**src/verilog/bringup_defs.vh**
```
// Purpose: Constants for the converter bring-up sequencer.
// Assumes: Host reaches device fields by a field code over a simple access port.
// Notes:   Functional notes follow.
// Functional notes
// - Straps synth enable and reference select beforehand
// - Power-down pin held low always
// - Stable clock before issuing software reset
// - Poll init-complete until it reads one
// - Synth reset first, skip if bypassed
// - Write oscillator bias 0x4A during reset
// - Program P, V and N dividers
// - Auto calibration enable or manual trim
// - Release synth reset, starts trim calibration
// - Link disable before link setting changes
// - Calibration disable before calibration changes
// - Multiframe field is frames minus one
// - Choose sync source: single-ended or timestamp
// - Confirm osc cal done and lock first
// - Re-enable calibration before the link
// - Re-enable link to restart link machine
// - Software trigger written zero then one
// - Pin trigger enable, pin low then high
// - SYNC used only in 8B/10B formats
// - Data valid after receiver init and calibration
`ifndef BRINGUP_DEFS_VH
`define BRINGUP_DEFS_VH

`define FLD_W            6
`define DAT_W            16
`define F_SOFT_RESET     6'h01
`define F_INIT_DONE      6'h02
`define F_SYNTH_RESET    6'h03
`define F_OSC_BIAS       6'h04
`define F_P_DIV          6'h05
`define F_V_DIV          6'h06
`define F_N_DIV          6'h07
`define F_OSC_CAL_EN     6'h08
`define F_OSC_TRIM       6'h09
`define F_OSC_CAL_DONE   6'h0A
`define F_SYNTH_LOCK     6'h0B
`define F_LINK_EN        6'h0C
`define F_CAL_EN         6'h0D
`define F_LINK_FORMAT    6'h0E
`define F_MF_LEN_M1      6'h0F
`define F_SYNC_SEL       6'h10
`define F_CAL_CFG        6'h11
`define F_SW_CAL_TRIG    6'h12
`define F_PIN_TRIG_EN    6'h13
`define F_FOREGROUND_DONE_BIT        6'h14
`define OSC_BIAS_VAL     16'h004A
`define CLK_PERIOD_NS    25
`define TRIG_LOW_NS      200
`define TRIG_LOW_CYC     ((`TRIG_LOW_NS + `CLK_PERIOD_NS - 1) / `CLK_PERIOD_NS)
`define FIFO_W           64
`define FIFO_D           32

`endif

```
**src/verilog/bringup_sequencer.v**
```verilog
// Purpose: Host-side bring-up sequencer for a quad converter with serial link.
// Assumes: Device field access port answers on the same clock with dev_ack.
// Notes:   Sample data passes a 32-word FIFO, admitted only once data is valid.
`timescale 1ns/1ps
`include "bringup_defs.vh"

module sample_fifo #(
   parameter W = 64,
   parameter D = 32,
   parameter A = 5
) (
   input  wire         clk,
   input  wire         rst_n,
   input  wire         in_valid,
   output wire         in_ready,
   input  wire [W-1:0] in_data,
   output wire         out_valid,
   input  wire         out_ready,
   output reg  [W-1:0] out_data
);
   reg [W-1:0] mem [0:D-1];
   reg [A-1:0] wptr_r;
   reg [A-1:0] rptr_r;
   reg [A:0]   count_r;
   reg         oval_r;
   wire        push;
   wire        pop;
   wire        load;

   // Output register counts toward the depth, so D words in all
   assign in_ready  = ((count_r + {{A{1'b0}}, oval_r}) != D[A:0]);
   assign push      = in_valid && in_ready;
   // Output register refills whenever words wait and it is empty or being taken
   assign load      = (count_r != {(A+1){1'b0}}) && (!oval_r || out_ready);
   assign pop       = load;
   assign out_valid = oval_r;

   always @(posedge clk) begin
      if (push) begin
         mem[wptr_r] <= in_data;
      end
   end

   always @(posedge clk or negedge rst_n) begin
      if (!rst_n) begin
         wptr_r   <= {A{1'b0}};
         rptr_r   <= {A{1'b0}};
         count_r  <= {(A+1){1'b0}};
         oval_r   <= 1'b0;
         out_data <= {W{1'b0}};
      end else begin
         if (push) begin
            wptr_r <= wptr_r + 1'b1;
         end
         if (pop) begin
            rptr_r   <= rptr_r + 1'b1;
            out_data <= mem[rptr_r];
         end
         if (push && !pop) begin
            count_r <= count_r + 1'b1;
         end else if (pop && !push) begin
            count_r <= count_r - 1'b1;
         end
         if (load) begin
            oval_r <= 1'b1;
         end else if (out_ready) begin
            oval_r <= 1'b0;
         end
      end
   end
endmodule // sample_fifo

module bringup_sequencer (
   input  wire                 sys_clk,
   input  wire                 arst_n,
   input  wire                 start,
   input  wire                 use_synth,
   input  wire                 use_se_ref,
   input  wire [`DAT_W-1:0]    p_div,
   input  wire [`DAT_W-1:0]    v_div,
   input  wire [`DAT_W-1:0]    n_div,
   input  wire                 auto_osc_cal,
   input  wire [`DAT_W-1:0]    osc_trim_value,
   input  wire [`DAT_W-1:0]    link_format_select,
   input  wire                 format_is_8b10b,
   input  wire [`DAT_W-1:0]    multiframe_len_minus_one,
   input  wire                 sync_from_timestamp,
   input  wire [`DAT_W-1:0]    cal_cfg,
   input  wire                 fg_cal_wanted,
   input  wire                 trigger_by_pin,
   output reg                  busy,
   output reg                  done,
   output reg  [4:0]           step,
   output reg                  synth_enable_strap,
   output reg                  single_ended_ref_select,
   output reg                  power_down_pin,
   output reg                  cal_trigger_pin,
   input  wire                 clk_stable_in,
   input  wire                 cal_status_pin,
   output wire                 dev_req,
   output wire                 dev_we,
   output wire [`FLD_W-1:0]    dev_field,
   output wire [`DAT_W-1:0]    dev_wdata,
   input  wire                 dev_ack,
   input  wire [`DAT_W-1:0]    dev_rdata,
   input  wire                 rx_init_done,
   input  wire                 rx_valid,
   output wire                 rx_ready,
   input  wire [`FIFO_W-1:0]   rx_data,
   output wire                 out_valid,
   input  wire                 out_ready,
   output wire [`FIFO_W-1:0]   out_data,
   output reg                  data_valid
);
   localparam S_IDLE      = 5'd0;
   localparam S_CLKWAIT   = 5'd1;
   localparam S_SRESET    = 5'd2;
   localparam S_POLLINIT  = 5'd3;
   localparam S_SYNRST1   = 5'd4;
   localparam S_BIAS      = 5'd5;
   localparam S_PDIV      = 5'd6;
   localparam S_VDIV      = 5'd7;
   localparam S_NDIV      = 5'd8;
   localparam S_CALEN     = 5'd9;
   localparam S_TRIM      = 5'd10;
   localparam S_SYNRST0   = 5'd11;
   localparam S_LINKOFF   = 5'd12;
   localparam S_CALOFF    = 5'd13;
   localparam S_FORMAT    = 5'd14;
   localparam S_MFLEN     = 5'd15;
   localparam S_SYNCSEL   = 5'd16;
   localparam S_CALCFG    = 5'd17;
   localparam S_POLLOSC   = 5'd18;
   localparam S_POLLLOCK  = 5'd19;
   localparam S_CALON     = 5'd20;
   localparam S_LINKON    = 5'd21;
   localparam S_TRIG0     = 5'd22;
   localparam S_TRIG1     = 5'd23;
   localparam S_PINEN     = 5'd24;
   localparam S_PINLOW    = 5'd25;
   localparam S_CALWAIT   = 5'd26;
   localparam S_DONE      = 5'd27;

   reg                 rst_m_r;
   reg                 rst_n_r;
   reg  [2:0]          clk_ok_sh_r;
   reg                 clk_ok_r;
   reg  [2:0]          cstat_sh_r;
   reg                 cstat_r;
   reg  [4:0]          state_r;
   reg  [4:0]          state_nxt;
   reg                 req_r;
   reg  [7:0]          low_cnt_r;
   reg                 foreground_done_bit_r;
   reg                 we_c;
   reg  [`FLD_W-1:0]   fld_c;
   reg  [`DAT_W-1:0]   wd_c;
   wire                rst_n;
   wire                poll_ok;

   assign rst_n = rst_n_r;

   // Reset release through two flops
   always @(posedge sys_clk or negedge arst_n) begin
      if (!arst_n) begin
         rst_m_r <= 1'b0;
         rst_n_r <= 1'b0;
      end else begin
         rst_m_r <= 1'b1;
         rst_n_r <= rst_m_r;
      end
   end

   // Board pins: three flops, accept when last two agree
   always @(posedge sys_clk or negedge rst_n) begin
      if (!rst_n) begin
         clk_ok_sh_r <= 3'h0;
         clk_ok_r    <= 1'b0;
         cstat_sh_r  <= 3'h0;
         cstat_r     <= 1'b0;
      end else begin
         clk_ok_sh_r <= {clk_ok_sh_r[1:0], clk_stable_in};
         cstat_sh_r  <= {cstat_sh_r[1:0], cal_status_pin};
         if (clk_ok_sh_r[1] == clk_ok_sh_r[2]) begin
            clk_ok_r <= clk_ok_sh_r[2];
         end
         if (cstat_sh_r[1] == cstat_sh_r[2]) begin
            cstat_r <= cstat_sh_r[2];
         end
      end
   end

   // Field access per step; reads are polls of a one-bit flag
   always @* begin
      we_c  = 1'b1;
      fld_c = {`FLD_W{1'b0}};
      wd_c  = {`DAT_W{1'b0}};
      case (state_r)
         S_SRESET:   begin fld_c = `F_SOFT_RESET;  wd_c = 16'h0001; end
         S_POLLINIT: begin fld_c = `F_INIT_DONE;   we_c = 1'b0; end
         S_SYNRST1:  begin fld_c = `F_SYNTH_RESET; wd_c = 16'h0001; end
         S_BIAS:     begin fld_c = `F_OSC_BIAS;    wd_c = `OSC_BIAS_VAL; end
         S_PDIV:     begin fld_c = `F_P_DIV;       wd_c = p_div; end
         S_VDIV:     begin fld_c = `F_V_DIV;       wd_c = v_div; end
         S_NDIV:     begin fld_c = `F_N_DIV;       wd_c = n_div; end
         S_CALEN:    begin
            fld_c = `F_OSC_CAL_EN;
            wd_c  = {15'h0000, auto_osc_cal};
         end
         S_TRIM:     begin fld_c = `F_OSC_TRIM;    wd_c = osc_trim_value; end
         S_SYNRST0:  begin fld_c = `F_SYNTH_RESET; wd_c = 16'h0000; end
         S_LINKOFF:  begin fld_c = `F_LINK_EN;     wd_c = 16'h0000; end
         S_CALOFF:   begin fld_c = `F_CAL_EN;      wd_c = 16'h0000; end
         S_FORMAT:   begin fld_c = `F_LINK_FORMAT; wd_c = link_format_select; end
         S_MFLEN:    begin
            fld_c = `F_MF_LEN_M1;
            wd_c  = multiframe_len_minus_one;
         end
         S_SYNCSEL:  begin
            fld_c = `F_SYNC_SEL;
            wd_c  = {15'h0000, sync_from_timestamp};
         end
         S_CALCFG:   begin fld_c = `F_CAL_CFG;     wd_c = cal_cfg; end
         S_POLLOSC:  begin fld_c = `F_OSC_CAL_DONE; we_c = 1'b0; end
         S_POLLLOCK: begin fld_c = `F_SYNTH_LOCK;  we_c = 1'b0; end
         S_CALON:    begin fld_c = `F_CAL_EN;      wd_c = 16'h0001; end
         S_LINKON:   begin fld_c = `F_LINK_EN;     wd_c = 16'h0001; end
         S_TRIG0:    begin fld_c = `F_SW_CAL_TRIG; wd_c = 16'h0000; end
         S_TRIG1:    begin fld_c = `F_SW_CAL_TRIG; wd_c = 16'h0001; end
         S_PINEN:    begin fld_c = `F_PIN_TRIG_EN; wd_c = 16'h0001; end
         S_CALWAIT:  begin fld_c = `F_FOREGROUND_DONE_BIT;     we_c = 1'b0; end
         default:    begin we_c = 1'b0; end
      endcase
   end

   assign dev_req   = req_r;
   assign dev_we    = we_c;
   assign dev_field = fld_c;
   assign dev_wdata = wd_c;
   assign poll_ok   = dev_rdata[0];

   // Next step after the current access completes
   always @* begin
      state_nxt = state_r;
      case (state_r)
         S_IDLE:     state_nxt = start ? S_CLKWAIT : S_IDLE;
         S_CLKWAIT:  state_nxt = clk_ok_r ? S_SRESET : S_CLKWAIT;
         S_SRESET:   state_nxt = S_POLLINIT;
         S_POLLINIT: state_nxt = poll_ok ? (use_synth ? S_SYNRST1 : S_LINKOFF)
                                         : S_POLLINIT;
         S_SYNRST1:  state_nxt = S_BIAS;
         S_BIAS:     state_nxt = S_PDIV;
         S_PDIV:     state_nxt = S_VDIV;
         S_VDIV:     state_nxt = S_NDIV;
         S_NDIV:     state_nxt = auto_osc_cal ? S_CALEN : S_TRIM;
         S_TRIM:     state_nxt = S_CALEN;
         S_CALEN:    state_nxt = S_SYNRST0;
         S_SYNRST0:  state_nxt = S_LINKOFF;
         S_LINKOFF:  state_nxt = S_CALOFF;
         S_CALOFF:   state_nxt = S_FORMAT;
         S_FORMAT:   state_nxt = format_is_8b10b ? S_MFLEN : S_SYNCSEL;
         S_MFLEN:    state_nxt = S_SYNCSEL;
         S_SYNCSEL:  state_nxt = S_CALCFG;
         S_CALCFG:   state_nxt = use_synth ? S_POLLOSC : S_CALON;
         S_POLLOSC:  state_nxt = poll_ok ? S_POLLLOCK : S_POLLOSC;
         S_POLLLOCK: state_nxt = poll_ok ? S_CALON : S_POLLLOCK;
         S_CALON:    state_nxt = S_LINKON;
         S_LINKON:   state_nxt = !fg_cal_wanted ? S_DONE
                                 : (trigger_by_pin ? S_PINEN : S_TRIG0);
         S_TRIG0:    state_nxt = S_TRIG1;
         S_TRIG1:    state_nxt = S_CALWAIT;
         S_PINEN:    state_nxt = S_PINLOW;
         S_PINLOW:   state_nxt = S_CALWAIT;
         S_CALWAIT:  state_nxt = S_DONE;
         S_DONE:     state_nxt = start ? S_CLKWAIT : S_DONE;
         default:    state_nxt = S_IDLE;
      endcase
   end

   // One access at a time, each acknowledged before the next
   always @(posedge sys_clk or negedge rst_n) begin
      if (!rst_n) begin
         state_r                 <= S_IDLE;
         req_r                   <= 1'b0;
         busy                    <= 1'b0;
         done                    <= 1'b0;
         step                    <= 5'd0;
         synth_enable_strap      <= 1'b0;
         single_ended_ref_select <= 1'b0;
         power_down_pin          <= 1'b0;
         cal_trigger_pin         <= 1'b1;
         low_cnt_r               <= 8'h00;
         foreground_done_bit_r               <= 1'b0;
      end else begin
         power_down_pin <= 1'b0;
         step           <= state_r;
         busy           <= (state_r != S_IDLE) && (state_r != S_DONE);
         done           <= (state_r == S_DONE);
         if ((state_r == S_IDLE) || (state_r == S_DONE)) begin
            // Straps follow the user only between bring-ups
            synth_enable_strap      <= use_synth;
            single_ended_ref_select <= use_se_ref && use_synth;
         end
         case (state_r)
            S_IDLE, S_DONE: begin
               req_r <= 1'b0;
               if (start) begin
                  foreground_done_bit_r <= 1'b0;
                  state_r   <= S_CLKWAIT;
               end
            end
            S_CLKWAIT: begin
               state_r <= state_nxt;
               req_r   <= clk_ok_r;
            end
            S_PINLOW: begin
               // Pin held low a minimum time, then driven high
               if (low_cnt_r < `TRIG_LOW_CYC) begin
                  cal_trigger_pin <= 1'b0;
                  low_cnt_r       <= low_cnt_r + 8'h01;
               end else begin
                  cal_trigger_pin <= 1'b1;
                  low_cnt_r       <= 8'h00;
                  state_r         <= S_CALWAIT;
                  req_r           <= 1'b1;
               end
            end
            S_CALWAIT: begin
               // Status pin or done bit counts; an open poll waits for its ack
               if ((cstat_r && !req_r)
                   || (req_r && dev_ack && (poll_ok || cstat_r))) begin
                  req_r     <= 1'b0;
                  foreground_done_bit_r <= 1'b1;
                  state_r   <= S_DONE;
               end else if (req_r && dev_ack) begin
                  req_r <= 1'b0;
               end else begin
                  req_r <= 1'b1;
               end
            end
            default: begin
               if (req_r && dev_ack) begin
                  req_r   <= 1'b0;
                  state_r <= state_nxt;
               end else if (!req_r) begin
                  req_r <= (state_r != S_PINLOW);
               end
            end
         endcase
      end
   end

   // Data valid needs receiver init and finished calibration
   always @(posedge sys_clk or negedge rst_n) begin
      if (!rst_n) begin
         data_valid <= 1'b0;
      end else begin
         data_valid <= rx_init_done && (state_r == S_DONE)
                       && (foreground_done_bit_r || !fg_cal_wanted);
      end
   end

   wire fifo_in_ready;

   // Samples held back until valid; full FIFO stalls the receiver
   assign rx_ready = data_valid && fifo_in_ready;

   sample_fifo #(
      .W (`FIFO_W),
      .D (`FIFO_D),
      .A (5)
   ) u_fifo (
      .clk       (sys_clk),
      .rst_n     (rst_n),
      .in_valid  (rx_valid && data_valid),
      .in_ready  (fifo_in_ready),
      .in_data   (rx_data),
      .out_valid (out_valid),
      .out_ready (out_ready),
      .out_data  (out_data)
   );
endmodule // bringup_sequencer

```
**config.mk**
```make
export PLATFORM = sky130hd
export DESIGN_NAME = bringup_sequencer
export DESIGN_NICKNAME = d
export VERILOG_FILES = /design/src/verilog/bringup_sequencer.v
export VERILOG_INCLUDE_DIRS = /design/src /design/src/verilog
export SDC_FILE = /design/constraint.sdc
export NUM_CORES = 2
export LEC_CHECK = 0
export BUFFER_PORTS_ARGS = -buffer_cell sky130_fd_sc_hd__buf_2
export CORE_AREA = 10 10 338 584
export DETAILED_ROUTE_END_ITERATION = 7
export DIE_AREA = 0 0 348 594
export REMOVE_ABC_BUFFERS = 1
export SLEW_MARGIN = 10
export SYNTH_ARGS = -nofsm -noshare
export SYNTH_HDL_FRONTEND = slang
export SYNTH_SLANG_ARGS = --single-unit
```
**constraint.sdc**
```tcl
create_clock -name sys_clk -period 3.64 [get_ports sys_clk]
set_input_delay 0.728 -clock sys_clk [delete_from_list [all_inputs] [get_ports sys_clk]]
set_output_delay 0.728 -clock sys_clk [all_outputs]
set_load 0.1 [all_outputs]
```
* After elaboration in Yosys (flattened, before gate mapping)
Memories as Yosys holds them, arrays and structs flattened. A register that Yosys moved wholly into a read port is not among the register bits.
Index checks and enable logic that the tools add are counted.
** Operators by class
- Add/sub/neg operators :: 6
- $lt $le $gt $ge :: 1
- Equal/unequal tests :: 35
- Mux-type cells :: 38
- Reductions and logical operators :: 40
** Operators by type and width (count)
- $pmux W16 S11 :: 1
- $pmux W5 S26 :: 1
- $pmux W5 S20 :: 1
- $eq A5 B5 Y1 const B :: 12
- $eq A5 B4 Y1 const B :: 8
- $mux W5 :: 6
- $eq A5 B3 Y1 const B :: 4
- $pmux W5 S4 :: 1
- $reduce_or A20 Y1 :: 1
- $mux W4 :: 4
- $mux W1 :: 15
- $logic_and A1 B1 Y1 :: 13
- $mux W6 :: 2
- $add A5 B1 Y5 const B :: 2
- $eq A5 B2 Y1 const B :: 2
- $ne A5 B5 Y1 const B :: 2
- $reduce_bool A5 Y1 :: 2
- $reduce_or A2 Y1 :: 5
- $add A8 B1 Y8 const B :: 1
- $lt A8 B4 Y1 const B :: 1
- $mux W8 :: 1
- $add A6 B1 Y6 :: 1
- $add A6 B1 Y6 const B :: 1
- $logic_not A1 Y1 :: 6
- 16 further kinds :: 27
** Storage, ports and cells
- Flip-flop bits (word level) :: 53
- Bits in writable memories :: 2048
- Input port bits :: 208
- Word-level logic and storage cells :: 142
- Memories kept :: 1
** Memory list
- u_fifo.mem :: depth 32, width 64, rd ports 1, clocked after memory_dff 1, write ports 1, line bringup_sequencer.v:21 : reg [W-1:0] mem [0:D-1];

* Depth between registers and ports, before layout
- Depth after elaboration :: 7
- Depth in mapped cells :: 15
- Gate-level depth less buffers :: 13

* Hierarchy
A second synthesis with hierarchy kept.
** Second synthesis, totals
- Cell total of the unflattened synthesis :: 4006
- Area total of the unflattened synthesis :: 83659.0 sq um
** By module, submodules not included
- sample_fifo :: instances 1, cells each 3670, area an instance 80818.8 sq um, sequential area each 63525.9 sq um
- bringup_sequencer :: instances 1, cells each 336, area an instance 2840.2 sq um, sequential area each 902.1 sq um

* Worst setup path before layout
Ideal clock, no wire load.
- Kind :: register to register
- Start :: reg u_fifo.oval_r (netlist: u_fifo.out_valid)
- End :: mem u_fifo.mem[15][0], enable pin
- Arrival time :: 4.928 ns
- Setup slack :: -1.774 ns
- Cell stages (with the launch flop) :: 9
- Path buffers :: 1
- Period minus slack after synthesis :: 5.414 ns
- Cells stage by stage :: dfrtp_1 ha_1 ha_1 nor3_1 a31o_2 a31oi_1 clkbuf_1 nand4_1 nor2_1
** On the way
- Cells in the longest elaborated chain, start to end :: 5
** Ends and longest elaborated chain
- start: declaration :: line bringup_sequencer.v:25 : reg oval_r;
- start signal: assignment :: line bringup_sequencer.v:49 : oval_r <= 1'b0;
- start signal: assignment :: line bringup_sequencer.v:65 : oval_r <= 1'b1;
- start signal: assignment :: line bringup_sequencer.v:67 : oval_r <= 1'b0;
- $add A6 B1 Y6 :: line bringup_sequencer.v:31 : assign in_ready = ((count_r + {{A{1'b0}}, oval_r}) != D[A:0]);
- $ne A6 B6 Y1 :: line bringup_sequencer.v:31
- $logic_and A1 B1 Y1 :: line bringup_sequencer.v:32 : assign push = in_valid && in_ready;
- $mux W1 :: line bringup_sequencer.v:39 : if (push) begin
- $mux W1 (implied by the code) :: line bringup_sequencer.v:40 : mem[wptr_r] <= in_data;
- end: declaration :: line bringup_sequencer.v:21
No other way between the ends.

* Worst setup path in the final report
- Start :: reg state_r[3]
- End :: out dev_wdata[9]
** On the way
- Cells in the longest elaborated chain, start to end :: 3
** Ends and longest elaborated chain
- start: declaration :: line bringup_sequencer.v:150 : reg [4:0] state_r;
- start signal: assignment :: line bringup_sequencer.v:313 : state_r <= state_nxt;
- start signal: assignment :: line bringup_sequencer.v:344 : state_r <= state_nxt;
- $eq A5 B5 Y1, or another cell as far along :: line bringup_sequencer.v:198 : case (state_r)
- $reduce_or A6 Y1 (no source line)
- $pmux W16 S11 * :: line bringup_sequencer.v:198
- end: declaration :: line bringup_sequencer.v:103 : output wire [`DAT_W-1:0] dev_wdata,
Every way passes the cells marked *; elsewhere a longest branch is shown, timed or not.

==> flow_summary.ini <==
[cells_and_area]
area_growth_pct = 14.7
post-route-util_pct = 51.4
final_nets = 4841
filler_cell_count = 14889
design_area_um2 = 96100
post_route_cells_drive_above_1_share_pct = 27.8

[logic_synthesis]
syn-mean-instance-area_um2 = 19.9
post_synth_mux_area_share_pct = 13.4
synth_area_um2 = 83800
synth_compound_gate_area_share_pct = 5.37
ys_types = 77
syn_inst = 4205
sequential_area_share_after_synthesis_pct = 76.9
post_synth_xor_area_fraction_pct = 0.125
ys_seq_elements = 2165
yosysWarnings = 0
synth_enable_flop_cells = 2048
synthFlopType = edfxtp_1
simple_gate_fraction_of_synth_area_pct = 2.15
async_flop_share_pct = 5.40
synth_fa_ha_area_share_pct = 0.242
largest_family_of_logic_cells_by_synthesized_area = multiplexers

[critical_path]
critical_path.endpoint_type = primary output
setup.worst_path.class = reg -> out
timing.critical_path.fanout_max = 16
worstPathRequired_ps = 2910
start_kind = register
timing.critical_path.arrival_ps = 2860

[power_and_ir_drop]
power_per_cell_area_nw_per_um2 = 724
pwr-share-seq_pct = 41.3
cellInternalPower_mw = 46.5
net-switching-power_mw = 23.0
clock_power_share_pct = 29.0
irDropWorstVdd_v = 0.000640
switching_share_pct = 33.0
power_frac_comb_pct = 29.7
total_leakage_power_nw = 31.1

[placement]
io_buf_count = 292
place_hpwl_um = 128000
gp_congestion = 0.914
detailed_place.area_um2 = 89800

[sta]
timing.final.setup_violations = 0
timing_max_transition_violations_final = 0
worst_case_headroom_to_the_max_slew_limit_pct = 37.6
fmax_ghz = 0.278
fin_crit_ps = 3590
fin_crit_sh_pct = 98.7
worst_slew_pin_slew_ps = 936
setup_repair_after_global_routing_missed_its_margin = false
finalHoldViolations = 0
worst_clock_skew_ps = 60.3

[cts]
clock_edge_transition_at_the_registers_on_the_reported_setup_and_hold_paths_ps = 70
cts_buffers = 194
clock_insertion_delay_worst_skew_ps = 850
clk_path_buf_depth = 4
clock_tree_from_tritoncts = yes
ctsRootBufferMaster = clkbuf_16
ctsHtreeMaxLevel = 4
cts.sink_count = 2165

[routing]
via_count = 43360
maxUsedRoutingLayer = met5
routed_wire_length_per_instance_um = 31.2
final_antenna_net_count = 0
avgViaCountPerCell = 6.01
detail_route.drc_violations = 0
met3_wirelength_um = 11900
detail_route.wirelength.met1_um = 86400
initial_drt_pass_iterations = 6
wl_met2_um = 119000
totalWireLength_um = 225000
drtIter0Drc = 3701

[die]
design.core.area_um2 = 187000
num_rows = 210
die_w_um = 348
initial_core_util_pct = 44.8
top_ports = 310
dieArea_um2 = 207000
fp.dieH_um = 594

[global_routing]
grt_start_max_net_pins = 89
overflow = 0
antenna_violations_before_repair = 16
grt_pass1_vias = 45348
global_route.usage.total_pct = 21.3
grt_first_pass_wirelength_um = 324000

[outcome]
run_status = finished clean

[min_path]
hold_class = in -> reg

[job]
cap_violations = 0
[state kept, by name (all words and copies together) (netlist names), 3 cells and up]
| name | count |
|---|---|
| clk_ok_sh_r | 3 |
| state_r | 5 |
| low_cnt_r | 8 |
| u_fifo.mem | 2048 |
| u_fifo.out_data | 64 |
| cstat_sh_r | 3 |
| u_fifo.rptr_r | 5 |
| step | 5 |
| u_fifo.wptr_r | 5 |
| u_fifo.count_r | 6 |
[layout make-up]
| cell class | instances | area (um2) | share of cell area (%) |
|---|---|---|---|
| antenna | 4 | 10.0 | 0.0104 |
| clock buffer | 247 | 5220 | 5.43 |
| clock inverter | 104 | 936 | 0.974 |
| inverter | 19 | 73.8 | 0.0768 |
| multi-input combinational | 1767 | 18100 | 18.9 |
| sequential | 2165 | 64400 | 67.1 |
| tap | 2438 | 3050 | 3.18 |
| timing repair buffer | 472 | 4190 | 4.36 |
[critical path: stages, from the launching register on]
cell	delay, ps
dfrtp_1	480
and3b_1	270
and2_1	170
buf_4	200
a222oi_1	430
nand3_1	230
buf_12	230
[cells in the final DEF (no fill, tap or decap), types with 25 or more instances in the layout]
master and instances:
buf_12 106, clkbuf_1 40, buf_2 276, clkinv_1 35, and3_4 31, mux2_2 254, a22oi_1 32, clkbuf_16 197
clkinv_2 31, o22ai_1 128, o21ai_1 65, nor3_1 31, o2111ai_1 59, nand2_1 106, mux2i_1 256, a221oi_1 127
nor2_1 39, o22a_1 57, nand3_1 25, a21oi_1 28, mux4_2 259, o21ai_0 78, edfxtp_1 2048, dfrtp_1 110
buf_4 86
[kinds of logic (layout without fill, tap and decap cells)]
kind of cell | Yosys count | in the layout
adders and majority gates | 16 | 16
muxes | 769 | 769
buffers and inverters | 274 | 842
and+or+nand+nor | 339 | 339
DFF | 2165 | 2165
other | 2 | 7
xor gates and xnor gates | 12 | 12
AOI/OAI and AO/OA | 628 | 628
[cells in the mapped netlist, drive strengths merged, types with 5 or more instances]
cell     count  area, um2
and3        35        219
nor3b       11       82.6
mux2       254       2860
dfrtp      116       2900
o22a        57        499
mux4       259       5830
buf        170       1090
xnor2       10       87.6
nand2b       9       56.3
nor2b       12       75.1
nor3        34        185
o2111ai     59        517
a211oi       5       37.5
o21ai      143        716
nor2        40        150
nand2      111        419
mux2i      256       2560
a22oi       32        240
and2         7       43.8
nor4        12       87.6
nand3       27        135
edfxtp    2048      61500
a221oi     127       1110
inv         18       67.6
ha          13        163
o22ai      128        801
a31oi        8       50.1
clkbuf      85        328
nand4       15        100
a222oi      16        160
a21oi       28        140
[worst paths after layout]
path	from	endpoint	slack, ps	cells after the start
setup / recovery	state_r[3]	dev_wdata[9]	50	6
hold / removal	use_se_ref	single_ended_ref_select	160	3
setup reg to reg	u_fifo.count_r[0]	u_fifo.count_r[5]	350	13
hold reg to reg	rst_m_r	rst_n	350	0
max in group asynchronous	rst_n	u_fifo.out_data[11]	2320	1
min in group asynchronous	arst_n	rst_n	210	2
[stage by stage]
step / hold slack, ps / std cells / total power, mW / setup WS [ps] / TNS [ps]
3_3_place_gp: 337 / 6854 / 49.9 / 275 / 0
5_1_grt: 161 / 7214 / 72.1 / 0.874 / 0
3_5_place_dp: 339 / 6854 / 50.0 / 310 / 0
4_1_cts: 105 / 7212 / 70.2 / 5.96 / 0
6_report: 163 / 7216 / 69.5 / 47.4 / 0
2_1_floorplan: 331 / 3951 / 40.8 / -20960 / -3969010
[power by group through the flow]
stage | clock [mW] | combinational [mW] | sequential (mW)
6_report | 20.2 | 20.6 | 28.7
4_1_cts | 20.6 | 20.9 | 28.7
3_3_place_gp | 0 | 20.7 | 29.3
2_1_floorplan | 0 | 8.11 | 32.7
5_1_grt | 21.4 | 21.9 | 28.8
3_5_place_dp | 0 | 20.8 | 29.3
[routing by layer]
metal	vias to the layer above	track usage, %
met3	406	3.04
met5	-	0
li1	18343	-
met2	1406	38.4
met4	10	7.15
met1	23195	26.1
[what timing repair did]
item | CTS | global route
setup endpoints to repair | 19 | 6
hold endpoints to repair | 4 | 0
pin swaps | 3 | 3
hold buffers | 3 | 0
resized for setup | 5 | 3
buffers inserted | 4 | 0
No activity file was read; power rests on OpenSTA's default activity.
